<file path="config.mk">
export PLATFORM = sky130hd
export DESIGN_NAME = pmcdr_regs
export DESIGN_NICKNAME = d
export VERILOG_FILES = /design/src/logic/pmcdr_pkg.sv /design/src/logic/pmcdr_regs.sv
export SDC_FILE = /design/constraint.sdc
export NUM_CORES = 1
export LEC_CHECK = 0
export ABC_AREA = 0
export CAP_MARGIN = 30
export CORE_ASPECT_RATIO = 2
export CORE_MARGIN = 1.5
export CORE_UTILIZATION = 56
export DETAILED_ROUTE_END_ITERATION = 8
export DONT_BUFFER_PORTS = 1
export PLACE_DENSITY = 0.74
export SETUP_SLACK_MARGIN = 0.02
export SLEW_MARGIN = 0
export SYNTH_ARGS = -nofsm -noshare
export SYNTH_HDL_FRONTEND = slang
export SYNTH_SLANG_ARGS = --single-unit
</file>
<file path="constraint.sdc">
create_clock -name clk -period 1.2 [get_ports clk]
set_input_delay 0 -clock clk [delete_from_list [all_inputs] [get_ports clk]]
set_output_delay 0 -clock clk [all_outputs]
set_load 0.005 [all_outputs]
</file>
<file path="src/logic/pmcdr_pkg.sv">
// package: offsets, field positions, reset values and carriers for the tuning and capability bank
package pmcdr_pkg;
  // ---------------------------------------------------------------------------
  // configuration offsets (byte addresses)
  // ---------------------------------------------------------------------------
  localparam logic [7:0] OFS_VENDOR_LO = 8'h00;
  localparam logic [7:0] OFS_VENDOR_HI = 8'h01;
  localparam logic [7:0] OFS_DEVICE_LO = 8'h02;
  localparam logic [7:0] OFS_DEVICE_HI = 8'h03;
  localparam logic [7:0] OFS_TEST_TUNING_CONTROL = 8'h93;
  localparam logic [7:0] OFS_CAPABILITY_IDENTIFIER = 8'ha0;
  localparam logic [7:0] OFS_NEXT_ITEM_POINTER = 8'ha1;
  localparam logic [7:0] OFS_POWER_CAP_LO = 8'ha2;
  localparam logic [7:0] OFS_POWER_CAP_HI = 8'ha3;
  // ---------------------------------------------------------------------------
  // test/tuning control fields
  // ---------------------------------------------------------------------------
  localparam int BIT_ID_MASK_SELECT = 7;
  localparam int BIT_TUNE_RSVD = 6;
  localparam int BIT_STATUS_CHANGE_ROUTING = 5;
  localparam int BIT_DELAYED_TXN_DISABLE = 4;
  localparam int BIT_RETRY_LATENCY_EXTEND = 3;
  localparam int BIT_CARD_DISCARD_SEL = 2;
  localparam int BIT_HOST_DISCARD_SEL = 1;
  localparam int BIT_VIDEO_MODEL_DISABLE = 0;
  localparam logic [7:0] TUNE_RESET = 8'h60;
  localparam logic [7:0] TUNE_FORCE_ONE = 8'h40;
  // ---------------------------------------------------------------------------
  // capability header values
  // ---------------------------------------------------------------------------
  localparam logic [7:0] CAP_ID_VALUE = 8'h01;
  localparam logic [7:0] NEXT_PTR_VALUE = 8'h00;
  localparam logic [15:0] POWER_CAP_RESET = 16'hfe12;
  localparam logic [3:0] WAKE_FIXED_STATES = 4'hf;
  localparam logic [1:0] STATE_TWO_ONE_SUPPORT = 2'h3;
  localparam logic [2:0] CAP_RSVD_VALUE = 3'h0;
  localparam logic DEVICE_INIT_NEEDED = 1'b1;
  localparam logic WAKE_NEEDS_CLOCK = 1'b0;
  localparam logic [2:0] PM_VERSION = 3'h2;
  localparam int BIT_WAKE_D3COLD = 15;
  localparam int BIT_AUX_POWER = 4;
  // ---------------------------------------------------------------------------
  // legacy card register fields and tuning counts
  // ---------------------------------------------------------------------------
  localparam int BIT_LEGACY803_ROUTE = 4;
  localparam logic [3:0] LEGACY805_ROUTE_VALUE = 4'h0;
  localparam int RETRY_SHORT = 16;
  localparam int RETRY_LONG = 64;
  localparam int DISCARD_EXP_SHORT = 10;
  localparam int DISCARD_EXP_LONG = 15;
  localparam logic [7:0] ALL_ONES_BYTE = 8'hff;
  // ---------------------------------------------------------------------------
  // carriers
  // ---------------------------------------------------------------------------
  typedef struct packed {
    logic       wr;
    logic       rd;
    logic [7:0] addr;
    logic [7:0] wdata;
  } pmcdr_cfg_req_t;
  typedef struct packed {
    logic        delayed_txn_disable;
    logic [6:0]  retry_latency;
    logic [15:0] card_discard_limit;
    logic [15:0] host_discard_limit;
    logic        video_model_enable;
  } pmcdr_tuning_t;
endpackage

</file>
<file path="src/logic/pmcdr_regs.sv">
// tuning register and power-management capability header behind configuration accesses
//
// Operation
// - id_mask_select set makes vendor and device id reads return all ones.
// - bit 6 of the tuning register always reads one.
// - status_change_routing picks legacy 803 bit 4 or legacy 805 bits 7-4 zero.
// - tuning bit 4 disables delayed transaction handling for target accesses.
// - tuning bit 3 extends target retry latency from 16 to 64.
// - card side discard timeout is 2^10 when set, 2^15 when clear.
// - host side discard timeout is 2^10 when set, 2^15 when clear.
// - tuning bit 0 clear enables the standard video register model.
// - capability identifier at A0h is read-only, returns 01h.
// - next-item pointer at A1h is read-only, returns 00h.
// - wake from D3cold bit 15 is writable and resets to one.
// - capability bits 14-11 read as ones.
// - capability bits 10 and 9 read as ones.
// - capability bits 8-6 read as zeros.
// - capability bit 5 reads as one.
// - capability bit 4 mirrors writable bit 15.
// - capability bit 3 reads as zero.
// - capability bits 2-0 read 010b.
`timescale 1ns/100ps
module pmcdr_regs
  import pmcdr_pkg::*;
#(
  parameter logic [15:0] VENDOR_ID = 16'h1234,  // arbitrary value
  parameter logic [15:0] DEVICE_ID = 16'h5678,  // arbitrary value
  parameter int          LIMIT_W   = 16
) (
  input  wire logic           clk,
  input  wire logic           srst,
  input  wire pmcdr_cfg_req_t cfg_req,
  output logic [7:0]          cfg_rdata,
  output logic                cfg_rvalid,
  input  wire logic [7:0]     legacy_card_reg803,
  input  wire logic [7:0]     legacy_card_reg805,
  input  wire logic           status_change_event,
  output logic                status_change_to_host,
  output pmcdr_tuning_t       tuning
);
  // ---------------------------------------------------------------------------
  // elaboration checks
  // ---------------------------------------------------------------------------
  // the long discard limit is 2^15 and must fit the limit field
  if (LIMIT_W != 16) begin : g_bad_width
    $error("pmcdr_regs: LIMIT_W must be 16");
  end

  // ---------------------------------------------------------------------------
  // state
  // ---------------------------------------------------------------------------
  logic [7:0]    tune;
  logic [7:0]    next_tune;
  logic          wake_d3cold;
  logic          next_wake_d3cold;
  logic [7:0]    next_cfg_rdata;
  logic          next_cfg_rvalid;
  logic          next_status_change_to_host;
  pmcdr_tuning_t next_tuning;
  logic [15:0]   power_cap;
  logic          route_ok;

  // capability word assembled from fixed fields and the one writable bit
  always_comb begin
    power_cap = {wake_d3cold, WAKE_FIXED_STATES, STATE_TWO_ONE_SUPPORT,
                 CAP_RSVD_VALUE, DEVICE_INIT_NEEDED,
                 wake_d3cold, WAKE_NEEDS_CLOCK, PM_VERSION};
  end

  // ---------------------------------------------------------------------------
  // register writes
  // ---------------------------------------------------------------------------
  // only writable bits take data; fixed tuning bit 6 is stored forced to one, capability fixed bits hold no state
  always_comb begin
    next_tune = tune;
    next_wake_d3cold = wake_d3cold;
    if (cfg_req.wr) begin
      case (cfg_req.addr)
        OFS_TEST_TUNING_CONTROL: begin
          next_tune = cfg_req.wdata | TUNE_FORCE_ONE;
        end
        OFS_POWER_CAP_HI: begin
          next_wake_d3cold = cfg_req.wdata[BIT_WAKE_D3COLD - 8];
        end
        default: begin
          next_tune = tune;  // read-only, reserved and unmapped bytes drop the write
        end
      endcase
    end
  end

  always_ff @(posedge clk) begin
    if (srst) begin
      tune <= TUNE_RESET;
      wake_d3cold <= POWER_CAP_RESET[BIT_WAKE_D3COLD];
    end else begin
      tune <= next_tune;
      wake_d3cold <= next_wake_d3cold;
    end
  end

  // ---------------------------------------------------------------------------
  // register reads
  // ---------------------------------------------------------------------------
  // read data registered; answer one cycle after the request, unmapped reads 00h
  always_comb begin
    next_cfg_rvalid = cfg_req.rd;
    next_cfg_rdata = cfg_rdata;
    if (cfg_req.rd) begin
      case (cfg_req.addr)
        OFS_VENDOR_LO: begin
          next_cfg_rdata = tune[BIT_ID_MASK_SELECT] ? ALL_ONES_BYTE : VENDOR_ID[7:0];
        end
        OFS_VENDOR_HI: begin
          next_cfg_rdata = tune[BIT_ID_MASK_SELECT] ? ALL_ONES_BYTE : VENDOR_ID[15:8];
        end
        OFS_DEVICE_LO: begin
          next_cfg_rdata = tune[BIT_ID_MASK_SELECT] ? ALL_ONES_BYTE : DEVICE_ID[7:0];
        end
        OFS_DEVICE_HI: begin
          next_cfg_rdata = tune[BIT_ID_MASK_SELECT] ? ALL_ONES_BYTE : DEVICE_ID[15:8];
        end
        OFS_TEST_TUNING_CONTROL: begin
          next_cfg_rdata = tune | TUNE_FORCE_ONE;
        end
        OFS_CAPABILITY_IDENTIFIER: begin
          next_cfg_rdata = CAP_ID_VALUE;
        end
        OFS_NEXT_ITEM_POINTER: begin
          next_cfg_rdata = NEXT_PTR_VALUE;
        end
        OFS_POWER_CAP_LO: begin
          next_cfg_rdata = power_cap[7:0];
        end
        OFS_POWER_CAP_HI: begin
          next_cfg_rdata = power_cap[15:8];
        end
        default: begin
          next_cfg_rdata = NEXT_PTR_VALUE;
        end
      endcase
    end
  end

  always_ff @(posedge clk) begin
    if (srst) begin
      cfg_rdata <= 8'h00;
      cfg_rvalid <= 1'b0;
    end else begin
      cfg_rdata <= next_cfg_rdata;
      cfg_rvalid <= next_cfg_rvalid;
    end
  end

  // ---------------------------------------------------------------------------
  // status change routing and tuning outputs
  // ---------------------------------------------------------------------------
  // routing decided from live legacy register contents, no copy kept here
  always_comb begin
    if (tune[BIT_STATUS_CHANGE_ROUTING]) begin
      route_ok = (legacy_card_reg805[7:4] == LEGACY805_ROUTE_VALUE);
    end else begin
      route_ok = legacy_card_reg803[BIT_LEGACY803_ROUTE];
    end
    next_status_change_to_host = status_change_event & route_ok;
    next_tuning.delayed_txn_disable = tune[BIT_DELAYED_TXN_DISABLE];
    next_tuning.retry_latency = tune[BIT_RETRY_LATENCY_EXTEND] ?
                                7'(RETRY_LONG) : 7'(RETRY_SHORT);
    next_tuning.card_discard_limit = tune[BIT_CARD_DISCARD_SEL] ?
                                     16'(1 << DISCARD_EXP_SHORT) : 16'(1 << DISCARD_EXP_LONG);
    next_tuning.host_discard_limit = tune[BIT_HOST_DISCARD_SEL] ?
                                     16'(1 << DISCARD_EXP_SHORT) : 16'(1 << DISCARD_EXP_LONG);
    next_tuning.video_model_enable = ~tune[BIT_VIDEO_MODEL_DISABLE];
  end

  // registered so downstream timers see a clean value two cycles after a write
  always_ff @(posedge clk) begin
    if (srst) begin
      status_change_to_host <= 1'b0;
      tuning.delayed_txn_disable <= TUNE_RESET[BIT_DELAYED_TXN_DISABLE];
      tuning.retry_latency <= 7'(RETRY_SHORT);
      tuning.card_discard_limit <= 16'(1 << DISCARD_EXP_LONG);
      tuning.host_discard_limit <= 16'(1 << DISCARD_EXP_LONG);
      tuning.video_model_enable <= 1'b1;
    end else begin
      status_change_to_host <= next_status_change_to_host;
      tuning <= next_tuning;
    end
  end
endmodule  // pmcdr_regs

</file>
==> metrics <==
CP arrival=1.34 ns; Mapped Avg Cell Area=8.87 µm²; Worst Path Required=1.37 ns; post-synthesis cell count=166; fin nets=227; DR iter-0 viols=35; startpoint type of the worst setup path=flop; ys flop type=dfxtp_1; vias in the first global route=1,070; pin count of the biggest net entering global routing=16; Post-synth EDFFs=0; DP Area=0.00141 mm²; Vias=1,196; Slew headroom=65.9%; ys async rst share=0%; PortBufs=0; commonest cells in the netlist=buf_4, dfxtp_1, nand3_1; chip width=39.3 µm; antenna violations before repair=0; pwr/cell area=945 mW/mm²; # diodes=0; Slew Limit Fails=0; WL per Instance=15.3 µm; Yosys Warn Count=0; Final Non-Filler Cells=217; CTS Buf Count=3; Worst R2R Start=tune[7]; Worst Hold Path Cells=3; Final min period=1.17 ns; global-route usage over all layers=24.0%; Clock Pin Slew Worst Setup and Hold Paths=0.08 ns; placed insts=195; synth top area cells=dfxtp_1, buf_4, a22o_1; R2R Path End=cfg_rdata[5]; filler cell count=221; drt drc=0; first-pass GRT wire length=4.86 mm; FP Rows=26; crit-path max FO=6; share of layout cells above drive strength 1=14.8%; Clock Latency Late Sink=0.27 ns; clock buffer depth=2; DPL Wire Length=2.36 mm; post-synthesis sequential area ratio=35.3%; Worst Skew=0.00343 ns; biggest area consumer among synthesized cells=dfxtp_1; die height=75.5 µm; most frequent cell after synthesis=buf_4; critical setup path kind=flop to flop; CTS root buf=clkbuf_8; Final GP Congestion=0.934; r2r setup slk=0.03 ns; Yosys reg bits=26; cell area after layout=0.00167 mm²; cells along the critical path=nand2b_4 -> a22o_1 -> a22o_1 -> a22o_1; CTS tree=yes; register area=523 µm²; Initial Utilization=58.0%; synth unique cells=41; Crit. End Element=flop; worst r2r path cells=4; cell family with most CP delay=compound AO/OA/AOI/OAI gates; Avg Vias per Cell=5.51; die footprint=0.00296 mm²; Clock Sinks=26; Hold Startpoint=cfg_req[9]; fmax=852 MHz; area of the multi-input gates=786 µm²; status=finished, final reports clean; Setup Viol. Count Final=0; max-cap viol count=0; Max IR drop VDD=597 µV; synthesized area=0.00147 mm²; share of Yosys cell area claimed by the top area cell type=35.3%; I/O pin total=88; HP Class=input port to flop; CP bufs+invs=0; Slowest-stage cell, CP=dfxtp_2; period utilisation layout=97.8%; DRT antenna net count=0; Leak Pwr=0.706 nW; First-pass DRT Iterations=4; RSZ-0062 raised after global routing=yes; core area=0.00254 mm²; Most Frequent Cell on Critical Path=a22o_1; CTS HTree Levels=1; GRT overflow=0; hold endpoint=cfg_rdata[6]; Worst path max stage delay=0.35 ns; count of final hold-check violations=0; Worst-Margin Slew=0.510 ns; drt total wl=3.32 mm; Layout Area Growth over Synthesis=13.2%
-- registers in the layout, indices dropped and copies added, names as in the netlist --
signal,count
cfg_rdata,8
cfg_rvalid,1
status_change_to_host,1
tune,7
tuning,8
wake_d3cold,1
-- worst min-delay path, stage by stage --
cell and delay, ns:
o211ai_1 0.07, nand2_1 0.07, a22o_1 0.11
-- power breakdown --
group	switching (mW)	total [mW]	internal, mW
Sequential	0.00140	0.866	0.864
Combinational	0.0832	0.163	0.0796
Clock	0.254	0.547	0.293
-- worst max path at each step --
| stage | endpoint | slack [ns] | cells past startpoint | startpoint |
|---|---|---|---|---|
| finish | cfg_rdata[5] | 0.03 | 4 | tune[7] |
| floorplan | cfg_rdata[0] | -0.006 | 4 | cfg_req[13] |
| global placement | wake_d3cold | -0.04 | 4 | cfg_req[14] |
| CTS | cfg_rdata[2] | 0.02 | 4 | tune[7] |
| detailed placement | wake_d3cold | -0.09 | 4 | cfg_req[14] |
| global route | cfg_rdata[5] | -0.02 | 4 | tune[7] |
-- cells by family (layout without fill, tap and decap cells) --
family	count (synthesis)	in the layout	synth area share, %
AND/OR/NAND/NOR	59	59	23.7
flip-flops	26	26	35.3
other	1	33	0.255
buffers and inverters	45	36	20.9
multiplexers	1	1	0.680
XOR/XNOR	1	1	0.595
AO/OA/AOI/OAI	33	33	18.5
-- area by class of cell --
| cell class | instances | share of cell area [%] |
|---|---|---|
| clock buffer | 4 | 3.30 |
| tap | 28 | 2.10 |
| multi-input combinational | 127 | 47.1 |
| sequential | 26 | 31.4 |
| inverter | 4 | 0.901 |
| timing repair buffer | 28 | 15.2 |
-- layout by cell type, fill, tap and decap left out, types with 2 or more instances in the layout --
master	count
nand2b_1	3
or3_4	2
inv_1	4
clkbuf_8	4
dfxtp_2	2
nor4_1	2
a21oi_1	6
dfxtp_1	24
a22o_1	10
nor4bb_1	2
nand2_1	12
nor3b_1	2
nor2_1	8
buf_4	11
nor2b_1	2
a21boi_0	2
dlygate4sd3_1	17
o211ai_1	3
conb_1	33
and3_1	3
nand3_1	13
nor4_2	2
-- what timing repair did --
action	CTS	global route
pin swaps	1	3
gates resized for setup	5	2
endpoints found under the setup margin	6	7
hold buffers	17	0
buffers inserted	1	0
endpoints found under the hold margin	19	0
-- per-stage QoR --
stage / TNS, ns / hold WS, ns / power (mW) / util [%] / setup slack (ns)
after floorplan: -0.0488 / 0.0716 / 1.08 / - / -0.00610
after global placement: -0.0649 / 0.0715 / 0.986 / 55.6 / -0.0448
after detailed placement: -0.117 / 0.0726 / 0.986 / 55.6 / -0.0945
after CTS: 0 / 0.0185 / 1.57 / 65.2 / 0.0209
after global routing: -0.0447 / 0.0168 / 1.64 / 65.7 / -0.0224
final: 0 / 0.0186 / 1.58 / 65.7 / 0.0258
-- per-layer routing --
layer  share of wire [%]  routed length, µm  vias up  track usage (%)
met4                 2.5                 82        0             11.1
met1                  35               1180      558             23.2
met5                   0                  0        -                0
met3                 5.2                173        6             3.79
li1                    -                  -      575                -
met2                  57               1890       57             46.1
(Power assumes the default switching activity.)
